[config.mk]
export PLATFORM = sky130hd
export DESIGN_NAME = fmepr_regs
export DESIGN_NICKNAME = d
export VERILOG_FILES = /design/src/fmepr_pkg.sv /design/src/fmepr_regs.sv
export VERILOG_INCLUDE_DIRS = /design/src
export SDC_FILE = /design/constraint.sdc
export NUM_CORES = 1
export LEC_CHECK = 0
export BUFFER_PORTS_ARGS = -buffer_cell sky130_fd_sc_hd__buf_2
export CAP_MARGIN = 20
export CORE_MARGIN = 2
export CORE_UTILIZATION = 47
export DETAILED_ROUTE_END_ITERATION = 6
export GPL_TIMING_DRIVEN = 0
export HOLD_SLACK_MARGIN = 0.12
export PLACE_DENSITY = 0.85
export SYNTH_ARGS = -nofsm -noshare
export SYNTH_HDL_FRONTEND = slang
export SYNTH_SLANG_ARGS = --single-unit
[constraint.sdc]
create_clock -name aclk -period 6.46 [get_ports aclk]
set_input_delay 1.938 -clock aclk [delete_from_list [all_inputs] [get_ports aclk]]
set_output_delay 1.938 -clock aclk [all_outputs]
set_load 0.005 [all_outputs]
[src/fmepr_params.svh]
`ifndef FMEPR_PARAMS_SVH
`define FMEPR_PARAMS_SVH

`define FMEPR_ENTRY_ADDR 32'hFFA10084
`define FMEPR_PROT_ADDR 32'hFFA10088
`define FMEPR_INIT_ADDR 32'hFFA1008C
`define FMEPR_STAT_ADDR 32'hFFA100A0

`define FMEPR_KEY_ENTRY 8'hAA
`define FMEPR_KEY_PROT 8'h55
`define FMEPR_KEY_INIT 8'h2D

`define FMEPR_ENTRY_RST 16'h0000
`define FMEPR_ENTRY_CODE 16'h0001
`define FMEPR_ENTRY_DATA 16'h0080
`define FMEPR_PROT_RST 16'h0000

`define FMEPR_BIT_DATA 7
`define FMEPR_BIT_CODE 0
`define FMEPR_BIT_PCN 0
`define FMEPR_BIT_INIT 0
`define FMEPR_BIT_RDY 15
`define FMEPR_BIT_ERR 14
`define FMEPR_BIT_LOCK 0

`define FMEPR_RESP_OKAY 2'h0
`define FMEPR_RESP_SLVERR 2'h2

`endif

[src/fmepr_pkg.sv]
package fmepr_pkg;

   typedef enum logic [1:0] {
      FMEPR_W_IDLE,
      FMEPR_W_RESP
   } fmepr_wstate_t;

   typedef enum logic {
      FMEPR_R_IDLE,
      FMEPR_R_DATA
   } fmepr_rstate_t;

endpackage

[src/fmepr_regs.sv]
`timescale 1ns/1ps
`include "fmepr_params.svh"

module fmepr_regs (
   input wire logic aclk,
   input wire logic aresetn,
   input wire logic [31:0] s_axi_awaddr,
   input wire logic [2:0] s_axi_awprot,
   input wire logic s_axi_awvalid,
   output logic s_axi_awready,
   input wire logic [31:0] s_axi_wdata,
   input wire logic [3:0] s_axi_wstrb,
   input wire logic s_axi_wvalid,
   output logic s_axi_wready,
   output logic [1:0] s_axi_bresp,
   output logic s_axi_bvalid,
   input wire logic s_axi_bready,
   input wire logic [31:0] s_axi_araddr,
   input wire logic [2:0] s_axi_arprot,
   input wire logic s_axi_arvalid,
   output logic s_axi_arready,
   output logic [31:0] s_axi_rdata,
   output logic [1:0] s_axi_rresp,
   output logic s_axi_rvalid,
   input wire logic s_axi_rready,
   input wire logic sequencer_ready_flag,
   input wire logic forced_stop_start,
   output logic data_flash_pe_select,
   output logic code_flash_pe_select,
   output logic protect_cancel,
   output logic illegal_setting_error,
   output logic command_locked,
   output logic command_accept_ok
);

   // ---------------------------------------------------------------
   // Helper functions
   // ---------------------------------------------------------------

   function automatic logic half_ok(input logic [3:0] strb);
      half_ok = (strb == 4'h3);
   endfunction

   function automatic logic same_word(input logic [31:0] a, input logic [31:0] b);
      same_word = (a[31:2] == b[31:2]);
   endfunction

   function automatic logic entry_legal(input logic [15:0] v);
      entry_legal = (v == `FMEPR_ENTRY_RST) || (v == `FMEPR_ENTRY_CODE)
         || (v == `FMEPR_ENTRY_DATA);
   endfunction

   // ---------------------------------------------------------------
   // State
   // ---------------------------------------------------------------

   fmepr_pkg::fmepr_wstate_t wstate_r;
   fmepr_pkg::fmepr_rstate_t rstate_r;
   logic aw_held_r;
   logic w_held_r;
   logic [31:0] awaddr_r;
   logic [15:0] wdata_r;
   logic [3:0] wstrb_r;
   logic [1:0] bresp_r;
   logic [31:0] rdata_r;
   logic [1:0] rresp_r;
   logic entry_data_r;
   logic entry_code_r;
   logic prot_cancel_r;
   logic err_r;
   logic lock_r;
   logic ready_s1_r;
   logic ready_s2_r;

   logic do_write;
   logic hit_entry;
   logic hit_prot;
   logic hit_init;
   logic hit_stat;
   logic wr_size_ok;
   logic [7:0] wkey;
   logic init_fire;
   logic entry_wr;
   logic prot_wr;
   logic [15:0] entry_val;
   logic entry_zero;
   logic ar_take;
   logic [15:0] rd_half;
   logic rd_hit;

   // ---------------------------------------------------------------
   // Ready flag synchroniser
   // ---------------------------------------------------------------

   always_ff @(posedge aclk) begin
      if (!aresetn) begin
         ready_s1_r <= 1'b0;
         ready_s2_r <= 1'b0;
      end else begin
         ready_s1_r <= sequencer_ready_flag;
         ready_s2_r <= ready_s1_r;
      end
   end

   // ---------------------------------------------------------------
   // Write channel capture
   // ---------------------------------------------------------------

   assign s_axi_awready = !aw_held_r && (wstate_r == fmepr_pkg::FMEPR_W_IDLE);
   assign s_axi_wready = !w_held_r && (wstate_r == fmepr_pkg::FMEPR_W_IDLE);
   assign do_write = aw_held_r && w_held_r && (wstate_r == fmepr_pkg::FMEPR_W_IDLE);

   always_ff @(posedge aclk) begin
      if (!aresetn) begin
         aw_held_r <= 1'b0;
         awaddr_r <= 32'h00000000;
      end else if (s_axi_awvalid && s_axi_awready) begin
         aw_held_r <= 1'b1;
         awaddr_r <= s_axi_awaddr;
      end else if (do_write) begin
         aw_held_r <= 1'b0;
      end
   end

   always_ff @(posedge aclk) begin
      if (!aresetn) begin
         w_held_r <= 1'b0;
         wdata_r <= 16'h0000;
         wstrb_r <= 4'h0;
      end else if (s_axi_wvalid && s_axi_wready) begin
         w_held_r <= 1'b1;
         wdata_r <= s_axi_wdata[15:0];
         wstrb_r <= s_axi_wstrb;
      end else if (do_write) begin
         w_held_r <= 1'b0;
      end
   end

   // ---------------------------------------------------------------
   // Write decode
   // ---------------------------------------------------------------

   assign hit_entry = same_word(awaddr_r, `FMEPR_ENTRY_ADDR);
   assign hit_prot = same_word(awaddr_r, `FMEPR_PROT_ADDR);
   assign hit_init = same_word(awaddr_r, `FMEPR_INIT_ADDR);
   assign hit_stat = same_word(awaddr_r, `FMEPR_STAT_ADDR);
   assign wr_size_ok = half_ok(wstrb_r);
   // Key taken from this very write only
   assign wkey = wdata_r[15:8];
   assign init_fire = do_write && hit_init && wr_size_ok && ready_s2_r
      && (wkey == `FMEPR_KEY_INIT) && wdata_r[`FMEPR_BIT_INIT];
   assign entry_wr = do_write && hit_entry && wr_size_ok && ready_s2_r;
   assign prot_wr = do_write && hit_prot && wr_size_ok;
   assign entry_val = {8'h00, entry_data_r, 6'h00, entry_code_r};
   assign entry_zero = (entry_val == `FMEPR_ENTRY_RST);

   // ---------------------------------------------------------------
   // Write response
   // ---------------------------------------------------------------

   always_ff @(posedge aclk) begin
      if (!aresetn) begin
         wstate_r <= fmepr_pkg::FMEPR_W_IDLE;
         bresp_r <= `FMEPR_RESP_OKAY;
      end else begin
         case (wstate_r)
            fmepr_pkg::FMEPR_W_IDLE: begin
               if (do_write) begin
                  wstate_r <= fmepr_pkg::FMEPR_W_RESP;
                  if ((hit_entry || hit_prot || hit_init) && wr_size_ok) begin
                     bresp_r <= `FMEPR_RESP_OKAY;
                  end else begin
                     bresp_r <= `FMEPR_RESP_SLVERR;
                  end
               end
            end
            fmepr_pkg::FMEPR_W_RESP: begin
               if (s_axi_bready) begin
                  wstate_r <= fmepr_pkg::FMEPR_W_IDLE;
               end
            end
            default: begin
               wstate_r <= fmepr_pkg::FMEPR_W_IDLE;
            end
         endcase
      end
   end

   assign s_axi_bvalid = (wstate_r == fmepr_pkg::FMEPR_W_RESP);
   assign s_axi_bresp = bresp_r;

   // ---------------------------------------------------------------
   // Mode entry bits
   // ---------------------------------------------------------------

   always_ff @(posedge aclk) begin
      if (!aresetn) begin
         entry_data_r <= 1'b0;
         entry_code_r <= 1'b0;
      end else if (init_fire) begin
         entry_data_r <= 1'b0;
         entry_code_r <= 1'b0;
      end else if (entry_wr) begin
         if (wkey != `FMEPR_KEY_ENTRY) begin
            entry_data_r <= 1'b0;
            entry_code_r <= 1'b0;
         end else if (!entry_zero) begin
            // Switching flash must pass through zero
            entry_data_r <= 1'b0;
            entry_code_r <= 1'b0;
         end else begin
            entry_data_r <= wdata_r[`FMEPR_BIT_DATA];
            entry_code_r <= wdata_r[`FMEPR_BIT_CODE];
         end
      end
   end

   // ---------------------------------------------------------------
   // Protect cancel bit
   // ---------------------------------------------------------------

   always_ff @(posedge aclk) begin
      if (!aresetn) begin
         prot_cancel_r <= 1'b0;
      end else if (init_fire) begin
         prot_cancel_r <= 1'b0;
      end else if (entry_zero) begin
         prot_cancel_r <= 1'b0;
      end else if (prot_wr) begin
         if (wkey != `FMEPR_KEY_PROT) begin
            prot_cancel_r <= 1'b0;
         end else begin
            prot_cancel_r <= wdata_r[`FMEPR_BIT_PCN];
         end
      end
   end

   // ---------------------------------------------------------------
   // Illegal setting error and command lock
   // ---------------------------------------------------------------

   // Detection wins over a simultaneous forced stop
   always_ff @(posedge aclk) begin
      if (!aresetn) begin
         err_r <= 1'b0;
      end else if (!entry_legal(entry_val)) begin
         err_r <= 1'b1;
      end else if (forced_stop_start) begin
         err_r <= 1'b0;
      end
   end

   always_ff @(posedge aclk) begin
      if (!aresetn) begin
         lock_r <= 1'b0;
      end else if (!entry_legal(entry_val)) begin
         lock_r <= 1'b1;
      end else if (forced_stop_start) begin
         lock_r <= 1'b0;
      end
   end

   // ---------------------------------------------------------------
   // Read channel
   // ---------------------------------------------------------------

   assign s_axi_arready = (rstate_r == fmepr_pkg::FMEPR_R_IDLE);
   assign ar_take = s_axi_arvalid && s_axi_arready;

   always_comb begin
      rd_half = 16'h0000;
      rd_hit = 1'b1;
      if (same_word(s_axi_araddr, `FMEPR_ENTRY_ADDR)) begin
         rd_half = entry_val;
      end else if (same_word(s_axi_araddr, `FMEPR_PROT_ADDR)) begin
         rd_half[`FMEPR_BIT_PCN] = prot_cancel_r;
      end else if (same_word(s_axi_araddr, `FMEPR_INIT_ADDR)) begin
         rd_half = 16'h0000;
      end else if (same_word(s_axi_araddr, `FMEPR_STAT_ADDR)) begin
         rd_half[`FMEPR_BIT_RDY] = ready_s2_r;
         rd_half[`FMEPR_BIT_ERR] = err_r;
         rd_half[`FMEPR_BIT_LOCK] = lock_r;
      end else begin
         rd_hit = 1'b0;
      end
   end

   always_ff @(posedge aclk) begin
      if (!aresetn) begin
         rstate_r <= fmepr_pkg::FMEPR_R_IDLE;
      end else begin
         case (rstate_r)
            fmepr_pkg::FMEPR_R_IDLE: begin
               if (ar_take) begin
                  rstate_r <= fmepr_pkg::FMEPR_R_DATA;
               end
            end
            fmepr_pkg::FMEPR_R_DATA: begin
               if (s_axi_rready) begin
                  rstate_r <= fmepr_pkg::FMEPR_R_IDLE;
               end
            end
            default: begin
               rstate_r <= fmepr_pkg::FMEPR_R_IDLE;
            end
         endcase
      end
   end

   always_ff @(posedge aclk) begin
      if (!aresetn) begin
         rdata_r <= 32'h00000000;
         rresp_r <= `FMEPR_RESP_OKAY;
      end else if (ar_take) begin
         rdata_r <= {16'h0000, rd_half};
         rresp_r <= rd_hit ? `FMEPR_RESP_OKAY : `FMEPR_RESP_SLVERR;
      end
   end

   assign s_axi_rvalid = (rstate_r == fmepr_pkg::FMEPR_R_DATA);
   assign s_axi_rdata = rdata_r;
   assign s_axi_rresp = rresp_r;

   // ---------------------------------------------------------------
   // Outputs to the sequencer
   // ---------------------------------------------------------------

   assign data_flash_pe_select = entry_data_r;
   assign code_flash_pe_select = entry_code_r;
   assign protect_cancel = prot_cancel_r;
   assign illegal_setting_error = err_r;
   assign command_locked = lock_r;
   assign command_accept_ok = (entry_data_r ^ entry_code_r) && !lock_r;

endmodule // fmepr_regs

After elaboration in Yosys (flattened, before gate mapping)
Index checks and enable logic that the tools add are counted.

Word-level logic and storage cells: 99. Bits of input ports: 115. Register bits: 83. Output and inout bits: 47.

Reductions and logical operators: 34. Bitwise logic cells: 3. Eq/ne operators: 17. Mux-type cells: 29.

Operators with widths (number): == test 30 bit (second input constant) (7); logical AND 1 bit (19); two-way mux 1 bit (19); zero test 16 bit (1); two-way mux 16 bit (1); two-way mux 15 bit (1); two-way mux 2 bit (6); == test 8 x 6 -> 1 bit (second input constant) (1); inequality test 8 x 7 -> 1 bit (second input constant) (1); inequality test 8 bit (second input constant) (1); == test 2 x 1 -> 1 bit (second input constant) (2); == test 4 x 2 -> 1 bit (second input constant) (1); logical OR 1 bit (4); inequality test 2 bit (second input constant) (2); one-hot mux 2 bit (2 select lines) (1); AND reduction 2 bit (2); nonzero test 2 bit (2); zero test 1 bit (3); OR reduction 3 bit (1); == test 2 bit (second input constant) (1); zero test 2 bit (1); inequality test 2 x 1 -> 1 bit (second input constant) (1); NOT 1 bit (2); one-hot mux 1 bit (2 select lines) (1); other kinds (2) (2).

Depth between registers and ports, before layout
Gate-level depths: netlist of the first run.

Depth in word-level cells: 8. Gate-level depth with buffers: 6. Depth with buffers taken out: 6.

Least setup slack after synthesis of the first run
OpenSTA, ideal clock, no wires.

Path kind: input-to-reg. From: in s_axi_araddr[13]. To: reg rdata_r[14] (netlist: s_axi_rdata[14]). Arrival time: 3.385 ns. Buffers on the path: 0. Stages on the path: 5. Setup slack: 3.005 ns. Path through: or4_1 or4_4 nor3_4 nand4_1 a21boi_1.

Longest elaborated chain between the ends: 5.

RTL lines: from (decl) (RTL line fmepr_regs.sv:18) `input wire logic [31:0] s_axi_araddr,`; == test 30 bit (RTL line fmepr_regs.sv:45) `same_word = (a[31:2] == b[31:2]);`; two-way mux 2 bit (RTL line fmepr_regs.sv:279) `` end else if (same_word(s_axi_araddr, `FMEPR_STAT_ADDR)) begin ``; two-way mux 2 bit (RTL line fmepr_regs.sv:277) `` end else if (same_word(s_axi_araddr, `FMEPR_INIT_ADDR)) begin ``; two-way mux 15 bit (RTL line fmepr_regs.sv:275) `` end else if (same_word(s_axi_araddr, `FMEPR_PROT_ADDR)) begin ``; two-way mux 16 bit (*) (RTL line fmepr_regs.sv:273) `` if (same_word(s_axi_araddr, `FMEPR_ENTRY_ADDR)) begin ``; to (signal assigned) (RTL line fmepr_regs.sv:315) `rdata_r <= {16'h0000, rd_half};`; to (decl) (RTL line fmepr_regs.sv:65) `logic [31:0] rdata_r;`.

Mark *: on every way between the ends. The rest lies on a longest branch, timed or not. A chain may end at the register's enable or synchronous reset.

Worst setup path in the final report of the first run
From: reg entry_code_r (netlist: code_flash_pe_select). To: out command_accept_ok.

Longest elaborated chain between the ends: 2.

RTL lines: from (decl) (RTL line fmepr_regs.sv:68) `logic entry_code_r;`; from (signal assigned) (RTL line fmepr_regs.sv:213) `` entry_code_r <= wdata_r[`FMEPR_BIT_CODE]; ``; bitwise XOR 1 bit (RTL line fmepr_regs.sv:333) `assign command_accept_ok = (entry_data_r ^ entry_code_r) && !lock_r;`; logical AND 1 bit (RTL line fmepr_regs.sv:333); to (decl) (RTL line fmepr_regs.sv:33) `output logic command_accept_ok`.

Every way passes these cells.

==> results summary, run 1 <==
Once placement completed, the tool counted placed cells totaling 540. Of the post-synthesis cell area, the dominant cell type holds 42.6%. The met3 track demand over resource is 4.84%. The depth of the most critical reg-to-reg path is 5. Clock latency on the worst-skew pair, taken at its later pin, is 0.33 ns. The routed via count came out at 2643.

The cell depth of the worst min-delay path came out at 1. The most used flip-flop cell after synthesis is sky130_fd_sc_hd__dfxtp_1. The synthesized netlist devotes 17.7% of its cell area to compound gates. The endpoint identified for the worst register-to-register timing path is code_flash_pe_select$_SDFFE_PP0P_. The highest cell delay on the worst timing path came out at 0.41 ns. The initial core utilization is 48.2%. The sequential cell area came out at 0.00120 mm^2. Summing the areas of all xor and xnor instances in the mapped netlist gives 0.311% of the synthesized area.

The summed instance area of the synthesized netlist is 0.00282 mm^2. The number of library cell types mapped by synthesis came out at 43. Setup repair after global routing left no endpoint under its margin. The number of antenna diodes came out at 0. The actual slew at the worst max-slew pin came out at 0.592 ns.

The count of antenna-violating nets left after detailed routing came out at 0. The portion of netlist area occupied by mux cells came out at 0%. The final setup violation count came out at 0.

Power comes to 0.816 mW. The total area of multi-input combinational cells is 0.00143 mm^2. The clock period minus worst slack is 3.31 ns. The number of I/O pins is 162. The number of buffers on the longest clock path came out at 2. The number of setup buffers added after CTS is 0. Setup total negative slack on the finished layout was measured at 0 ns. The area growth from synthesis to layout came out at 31.0%. The worst endpoint data arrival time is 1.37 ns. The sequential cell area fraction in the yosys report came out at 42.6%.

The max-capacitance violation count is 0. The worst-case headroom to the max-slew limit came out at 60.2%. The cell sitting at the root of the clock tree is a sky130_fd_sc_hd__clkbuf_8. In this run the vertical extent of the chip is 81.4 um. The number of antenna violations at the first check in global routing is 0. After detailed routing, the number of vias per cell comes to 4.77. The placement row count came out at 28. The last weighted congestion value of the routability-driven placer is 0.810.

The final wirelength came out at 6650 um. Global routing consumed, on the met2 layer, 39.2% of the routing resources. The adder and majority gate portion of the synthesized area came out at 0.888%. The global routing stage identified its most utilized layer as met2.

After synthesis, the largest family of logic cells by area is simple AND/OR/NAND/NOR gates. The filler cell count in the final layout is 523. The total count of max-transition violations in the final report was 0. The critical path buffer and inverter count is 2. The maximum vdd drop is 0.000192 V. The pre-CTS worst setup slack came out at 2.83 ns. The path with the worst hold slack has its endpoint at ready_s2_r$_SDFF_PN0_. For this run, the detailed router's first-pass iteration total came to 4.

Sorting the synthesized cells by area gives the leading types as sky130_fd_sc_hd__dfxtp_1 (43%), sky130_fd_sc_hd__nand2_1 (13%), sky130_fd_sc_hd__a21boi_0 (13%), sky130_fd_sc_hd__buf_4 (8.3%), sky130_fd_sc_hd__clkbuf_1 (1.9%). The routing usage on met1 is 22.6%. The count of buffers from port buffering came out at 99.

The standby leakage power is 1.71 nW. The area of the die is 0.00663 mm^2. The number of global-route vias before repair is 2450. The worst-case register-to-register setup slack came out at 4.54 ns. The worst setup path is launched from a register. The area fraction in and, or, nand and nor cells after synthesis is 27.7%. Traced cell by cell, the critical path runs through inv_1 > ha_1 > nor2b_1 > buf_2.

After synthesis, the share of flip-flops with an asynchronous set or reset is 0%. The most area-hungry cell type in the Yosys netlist is sky130_fd_sc_hd__dfxtp_1. The cell family contributing the most delay on the critical path is flip-flops.

The total number of cells along the worst setup path came out at 4. After the first detailed-routing iteration, the DRC count stood at 89. The tree built by TritonCTS fans out to 60 sinks. After layout, the worst path uses 51.2% of the clock period. After detailed routing, the number of remaining DRC violations is 0. The worst setup path is of the register to output port kind. The post-route clock skew came out at 0.00591 ns. The min-delay analysis places its worst path in the category register to register. The ratio of total power to cell area came out at 221 mW/mm^2. The maximum number of pins on one net before global-route repair is 11. The run finished with clean final reports. The clock tree from TritonCTS is built. The post-route netlist has 30.7% of its cells at a drive strength greater than 1. The startpoint identified for the worst hold timing path is ready_s1_r$_SDFF_PN0_. The maximum achievable frequency is 0.302 GHz. The maximum net fanout on the critical path came out at 4.

The core footprint came out at 0.00585 mm^2. Dividing the detail-routed wire length by the instance count gives 12.0 um. The number of flip-flops and latches in the synthesized netlist is 60. The average size of a mapped cell is 8.36 um^2. In this run the critical register-to-register path is launched from awaddr_r[30]$_SDFFE_PN0P_. STA classifies the critical path endpoint as an output port. The total congestion overflow after global routing came out at 0. The maximum level of the CTS H-tree came out at 3. The post-route non-filler standard cell count came out at 554. The slowest stage of the critical path is the sky130_fd_sc_hd__dfxtp_1 cell. During synthesis, Yosys emitted a total of 0 warnings. The HPWL after detailed placement is 5270 um.

The overall fraction of global-route tracks in use came out at 20.9%. The number of hold buffers added after cts came out at 0. The overall die width came out at 81.4 um. The clock-pin transition on the worst setup and hold timing paths is 0.06 ns. The worst endpoint required time is 4.52 ns. The worst-case setup margin in the final layout is 3.15 ns. Synthesis produced a netlist whose cell count is 337. The final-report hold violation count came out at 0. The global-route wire length before repair is 10600 um.

The number of nets at the end of the flow is 593. The total CTS buffers came out at 9. Once the clock tree was built, the resizer swapped 0 gates to a different size. The number of enable flip-flop cells after synthesis is 0.
[cells in the final DEF, fill, tap and decap left out, types with 3 or more instances in the layout]
cell and n:
sky130_fd_sc_hd__nor2b_1 6, sky130_fd_sc_hd__nor2_1 7, sky130_fd_sc_hd__or4_1 5, sky130_fd_sc_hd__nand4_1 6, sky130_fd_sc_hd__a21oi_1 3, sky130_fd_sc_hd__conb_1 30, sky130_fd_sc_hd__and2_1 3, sky130_fd_sc_hd__nand2b_1 5
sky130_fd_sc_hd__inv_1 4, sky130_fd_sc_hd__nand2_1 100, sky130_fd_sc_hd__buf_4 31, sky130_fd_sc_hd__a21boi_0 47, sky130_fd_sc_hd__clkbuf_1 14, sky130_fd_sc_hd__dfxtp_1 60, sky130_fd_sc_hd__buf_2 99, sky130_fd_sc_hd__and3_1 3
sky130_fd_sc_hd__clkbuf_8 12, sky130_fd_sc_hd__nor4b_1 4, sky130_fd_sc_hd__o21a_1 5
[cells in the mapped netlist, types with 3 or more instances]
library cell and count:
sky130_fd_sc_hd__dfxtp_1 60, sky130_fd_sc_hd__a21oi_1 3, sky130_fd_sc_hd__buf_4 31, sky130_fd_sc_hd__nand2b_1 5
sky130_fd_sc_hd__and2_1 3, sky130_fd_sc_hd__and3_1 3, sky130_fd_sc_hd__nor2_1 7, sky130_fd_sc_hd__or4_1 5
sky130_fd_sc_hd__nor2b_1 6, sky130_fd_sc_hd__nand2_1 100, sky130_fd_sc_hd__o21a_1 5, sky130_fd_sc_hd__a21boi_0 47
sky130_fd_sc_hd__inv_1 4, sky130_fd_sc_hd__nor4b_1 4, sky130_fd_sc_hd__nand4_1 6, sky130_fd_sc_hd__clkbuf_1 14
[kinds of logic after synthesis]
kind of cell    after synthesis
simple gates                157
fa+ha+maj                     2
compound gates               67
other cells                   1
xor+xnor                      1
flops                        60
buf+inv                      49
[report_power, final]
group          switching (mW)  internal [mW]
Clock                   0.135          0.165
Combinational          0.0548         0.0560
Sequential             0.0135          0.392
Total                   0.203          0.613
[worst max path at each step]
stage	from	endpoint	slack, ns
CTS	code_flash_pe_select$_SDFFE_PP0P_	command_accept_ok	3.12
detailed placement	s_axi_araddr[13]	s_axi_rdata[14]$_SDFFE_PN0P_	2.83
floorplan	s_axi_araddr[13]	s_axi_rdata[14]$_SDFFE_PN0P_	3.00
finish	code_flash_pe_select$_SDFFE_PP0P_	command_accept_ok	3.15
global route	code_flash_pe_select$_SDFFE_PP0P_	command_accept_ok	3.04
global placement	s_axi_araddr[13]	s_axi_rdata[14]$_SDFFE_PN0P_	2.83
[metal layers]
metal / up-vias / part of all wire [%]
met4: 0 / 1.2
met1: 1175 / 40
met2: 103 / 51
li1: 1357 / -
met3: 8 / 8.3
met5: - / 0
[flip-flops by register name (all words and copies together), names as in the netlist, 4 cells and up]
signal,count
s_axi_rdata,4
wdata_r,10
awaddr_r,30
wstrb_r,4
[worst reg2reg max path: stages, from the launching register on]
cell and delay (ns):
sky130_fd_sc_hd__dfxtp_1 0.34, sky130_fd_sc_hd__nand2_1 0.05, sky130_fd_sc_hd__or4_1 0.50, sky130_fd_sc_hd__nor4_2 0.57, sky130_fd_sc_hd__a21oi_1 0.14, sky130_fd_sc_hd__o21a_1 0.21
[layout make-up]
cell class / count / share of cell area, %
Sequential cell: 60 / 32.5
Clock buffer: 12 / 4.47
Multi-Input combinational cell: 257 / 38.6
Timing Repair Buffer: 99 / 13.4
Clock inverter: 2 / 0.271
Inverter: 4 / 0.407
Tap cell: 75 / 2.54
Buffer: 45 / 7.73
[stage by stage]
| stage | util (%) | hold WS [ns] | cell area, um^2 |
|---|---|---|---|
| after floorplan | - | 0.412 | 2930 |
| after global placement | 60.1 | 0.421 | 3520 |
| after detailed placement | 60.1 | 0.424 | 3520 |
| after CTS | 63.1 | 0.446 | 3690 |
| after global routing | 63.1 | 0.472 | 3690 |
| final | 63.1 | 0.440 | 3690 |
Power figures use the tool's default switching activity.
==> inputs of run 2 (changes only) <==
ABC_AREA = 1   (was default)
CORE_UTILIZATION = 41   (was 47)
PLACE_DENSITY = 0.77   (was 0.85)
clock period = 2.9 ns   (was 6.46 ns; I/O delays follow)
==> run 2 against run 1 <==
Synthesized cell count increased by 32%. Die area increased by 22%. Register-to-register slack got worse by 3.0 ns. Critical path depth increased by 1. Power increased by 150%. Utilization decreased by 8.0 points. Largest power group unchanged. Highest routed layer unchanged.
==> results summary, run 2 <==
The post-route standard cell area excluding fillers is 0.00395 mm^2. After synthesis the cells add up to 0.00302 mm^2. In this run the register-to-register setup slack is 1.54 ns. The highest cell delay on the worst timing path came out at 0.39 ns. The post-synthesis xor/xnor area fraction came out at 0%. The number of hold buffers added after cts is 0. The flow ran to the end, and the final reports show no timing, DRC or antenna violations. The synthesized netlist devotes 13.5% of its cell area to compound gates. The cell with the largest stage delay on the worst path is sky130_fd_sc_hd__dfxtp_1. The routed wirelength normalized by instance count is 10.9 um. The most used flip-flop cell after synthesis is sky130_fd_sc_hd__dfxtp_1.

In this run the worst setup path terminates at command_accept_ok. The Yosys step of the flow raised 0 warnings. After detailed routing, the number of remaining DRC violations is 0. Among the stages of the critical path, the cell type that occurs most often is sky130_fd_sc_hd__inv_1. The maximum vdd drop is 0.000364 V. The sequential cell area fraction in the yosys report came out at 39.8%.

The maximum number of pins on one net before global-route repair came out at 11. The count of antenna-violating nets left after detailed routing came out at 0. The cell count after synthesis is 445. The critical path crosses 5 cells after its start point. By area, the combinational part of the netlist is dominated by simple AND/OR/NAND/NOR gates. Relative to the synthesized area, the layout overhead comes to 30.8%. In the final layout, the registers with the most flip-flops are awaddr_r (30), wdata_r (10).

The critical path starts at code_flash_pe_select$_SDFFE_PP0P_. After synthesis the netlist holds a flip-flop and latch count of 60. The detail-routed via count per cell came out at 4.54. The detailed placement HPWL is 5990 um. The critical path buffer and inverter count came out at 3. The most frequently used cell type in the post-synthesis netlist is sky130_fd_sc_hd__nor2_1. The area fraction in and, or, nand and nor cells after synthesis came out at 29.7%. The overall fraction of global-route tracks in use came out at 19.1%.

The worst setup path is of the register to output port kind. The maximum net fanout on the critical path came out at 4. The maximum achievable frequency came out at 0.460 GHz. For this run the aggregate overflow at the end of global routing stands at 0. The number of clock buffers added by TritonCTS is 9. The portion of netlist area occupied by mux cells is 0%.

The routed via count is 3123. By count the netlist is led by sky130_fd_sc_hd__nor2_1 (101), sky130_fd_sc_hd__dfxtp_1 (60), sky130_fd_sc_hd__nand2_1 (54), sky130_fd_sc_hd__inv_1 (46), sky130_fd_sc_hd__o21ai_0 (46). The worst register-to-register path ends at code_flash_pe_select$_SDFFE_PP0P_. The fraction of layout cells with a size suffix above 1 is 29.0%. The placement row count is 31. The cell total after placement came out at 672. The final-report hold violation count came out at 0.

The worst endpoint data arrival time came out at 1.30 ns. The final total negative setup slack came out at 0 ns. The cell family contributing the most delay on the critical path is flip-flops. The number of enable flip-flop cells after synthesis is 0. The area of the die is 0.00807 mm^2. The number of nets at the end of the flow is 701. The depth of the most critical reg-to-reg path came out at 8. The detailed-routing iteration count for the pre-antenna-repair pass came out at 5.

Between clock sinks in the finished design, the worst skew comes to 0.00666 ns. The initial core utilization came out at 42.1%. The worst setup path is launched from a register. The number of I/O pins is 162.

The standby leakage power is 1.96 nW. The count of buffers from port buffering came out at 99. The number of setup buffers added after CTS is 0. Wires add up to 7510 um. Power spread over the standard cell area amounts to 509 mW/mm^2. The worst endpoint required time is 2.03 ns.

The biggest area contributor in the post-synthesis netlist is sky130_fd_sc_hd__dfxtp_1. The total count of max-transition violations in the final report is 0. The maximum level of the CTS H-tree came out at 3.

The cell sitting at the root of the clock tree is a sky130_fd_sc_hd__clkbuf_8. The commonest non-fill, non-tap cell in the layout is sky130_fd_sc_hd__buf_2. STA classifies the critical path endpoint as an output port. The overall die width is 89.8 um. The proportion of register bits with asynchronous set or reset after synthesis came out at 0%. The placement-stage cell area came out at 0.00375 mm^2. The number of DRC markers after the initial detailed-route iteration is 121. The adder and majority gate portion of the synthesized area is 0.829%.

The source of the worst register-to-register timing path is awaddr_r[8]$_SDFFE_PN0P_. The number of library cell types mapped by synthesis is 27. More flip-flops sit in one register than any other, and that register is awaddr_r. The number of flip-flops under the largest register name is 30.

The later-pin clock latency in the skew report came out at 0.33 ns. The number of buffers on the longest clock path is 2. The core footprint is 0.00718 mm^2. After synthesis, the largest area contributor takes up 39.8% of total cell area. Setup violations remaining at the end of the flow were counted as 0. Setup repair after global routing left no endpoint under its margin. The type of the most critical hold path is register to register. The sink count of the clock tree came out at 60. The last weighted congestion value of the routability-driven placer came out at 0.833. Averaged over all synthesized cells, the footprint is 6.79 um^2. The clock-pin transition on the worst setup and hold timing paths is 0.06 ns. From bottom edge to top edge, the die measures 89.8 um.

Dividing the final minimum period by the clock period gives 75.0%. For this run, the number of standard cells in the final layout without fillers is 688. The clock period minus worst slack is 2.17 ns.

TritonCTS built the clock tree. The post-cts gate resize count is 0. The first global-routing pass estimated 12800 um of wire.

After synthesis, the cell types taking the most area are sky130_fd_sc_hd__dfxtp_1 (40%), sky130_fd_sc_hd__nor2_1 (13%), sky130_fd_sc_hd__buf_4 (7.7%), sky130_fd_sc_hd__o21ai_0 (7.6%), sky130_fd_sc_hd__nand2_1 (6.7%). The number of global-route vias before repair came out at 3017. The number of antenna violations at the first check in global routing is 0. The power after layout is 2.01 mW. Traced cell by cell, the critical path runs through inv_1 > ha_1 > inv_1 > nor2_1 > buf_2. The number of antenna diodes came out at 0. The max-capacitance violation count came out at 0. The library cells used most frequently in the layout, excluding fill and tap cells, are sky130_fd_sc_hd__buf_2 (105), sky130_fd_sc_hd__nor2_1 (101), sky130_fd_sc_hd__dfxtp_1 (60), sky130_fd_sc_hd__nand2_1 (54).
==> run 2: changes by cell type after synthesis, moves of 7 or more <==
cell,delta
sky130_fd_sc_hd__nor2_1,+94
sky130_fd_sc_hd__a21boi_0,-47
sky130_fd_sc_hd__nand2_1,-46
sky130_fd_sc_hd__o21ai_0,+44
sky130_fd_sc_hd__inv_1,+42
sky130_fd_sc_hd__a21oi_1,+25
sky130_fd_sc_hd__nand3_1,+19
sky130_fd_sc_hd__nor2_2,+9
sky130_fd_sc_hd__clkbuf_1,-7
==> run 2: routing by layer <==
layer / track usage (%) / wire, um
met1: 21.9 / 3190
met2: 34.0 / 3690
met3: 4.36 / 505
met4: 8.21 / 121
met5: 0 / 0
==> run 2: worst min-delay path by stage <==
stage | start | end | slack [ns] | cells past startpoint
finish | ready_s1_r$_SDFF_PN0_ | ready_s2_r$_SDFF_PN0_ | 0.42 | 2
global route | ready_s1_r$_SDFF_PN0_ | ready_s2_r$_SDFF_PN0_ | 0.45 | 2
CTS | ready_s1_r$_SDFF_PN0_ | ready_s2_r$_SDFF_PN0_ | 0.42 | 2
detailed placement | ready_s1_r$_SDFF_PN0_ | ready_s2_r$_SDFF_PN0_ | 0.41 | 2
global placement | ready_s1_r$_SDFF_PN0_ | ready_s2_r$_SDFF_PN0_ | 0.40 | 2
floorplan | ready_s1_r$_SDFF_PN0_ | ready_s2_r$_SDFF_PN0_ | 0.39 | 2
==> run 2: metrics by stage <==
stage | utilization, % | hold slack (ns) | setup slack, ns
after floorplan | - | 0.390 | 1.22
after global placement | 52.2 | 0.405 | 1.02
after detailed placement | 52.2 | 0.408 | 0.983
after CTS | 55.1 | 0.422 | 0.703
after global routing | 55.1 | 0.455 | 0.617
final | 55.1 | 0.420 | 0.725
==> run 2: where the power goes <==
group / total (mW) / switching, mW / leakage (nW) / internal [mW]
Combinational: 0.317 / 0.177 / 1.37 / 0.140
Clock: 0.765 / 0.324 / 0.102 / 0.441
Sequential: 0.932 / 0.0409 / 0.495 / 0.891
==> run 2: logic make-up after synthesis <==
logic type                 Yosys count
buffers and inverters               96
DFF                                 60
other                                1
AOI/OAI and AO/OA                   79
adders and majority gates            2
and+or+nand+nor                    207
==> run 2: worst register-to-register path, cell delays in order (launching register included) <==
cell                       delay, ns
sky130_fd_sc_hd__dfxtp_1        0.32
sky130_fd_sc_hd__nor2_1         0.16
sky130_fd_sc_hd__nand4_1        0.14
sky130_fd_sc_hd__inv_1          0.08
sky130_fd_sc_hd__nand2_1        0.08
sky130_fd_sc_hd__nor2_1         0.10
sky130_fd_sc_hd__nand3b_1       0.16
sky130_fd_sc_hd__nor2_1         0.16
sky130_fd_sc_hd__nor2_2         0.05
==> run 2: layout make-up <==
type                            count  area [um^2]
Tap cell                           99          124
Clock buffer                       12          155
Fill cell                         704         3220
Multi-Input combinational cell    318         1440
Timing Repair Buffer               99          495
Sequential cell                    60         1200
Clock inverter                      4         47.5
Buffer                             44          289
Inverter                           52          195
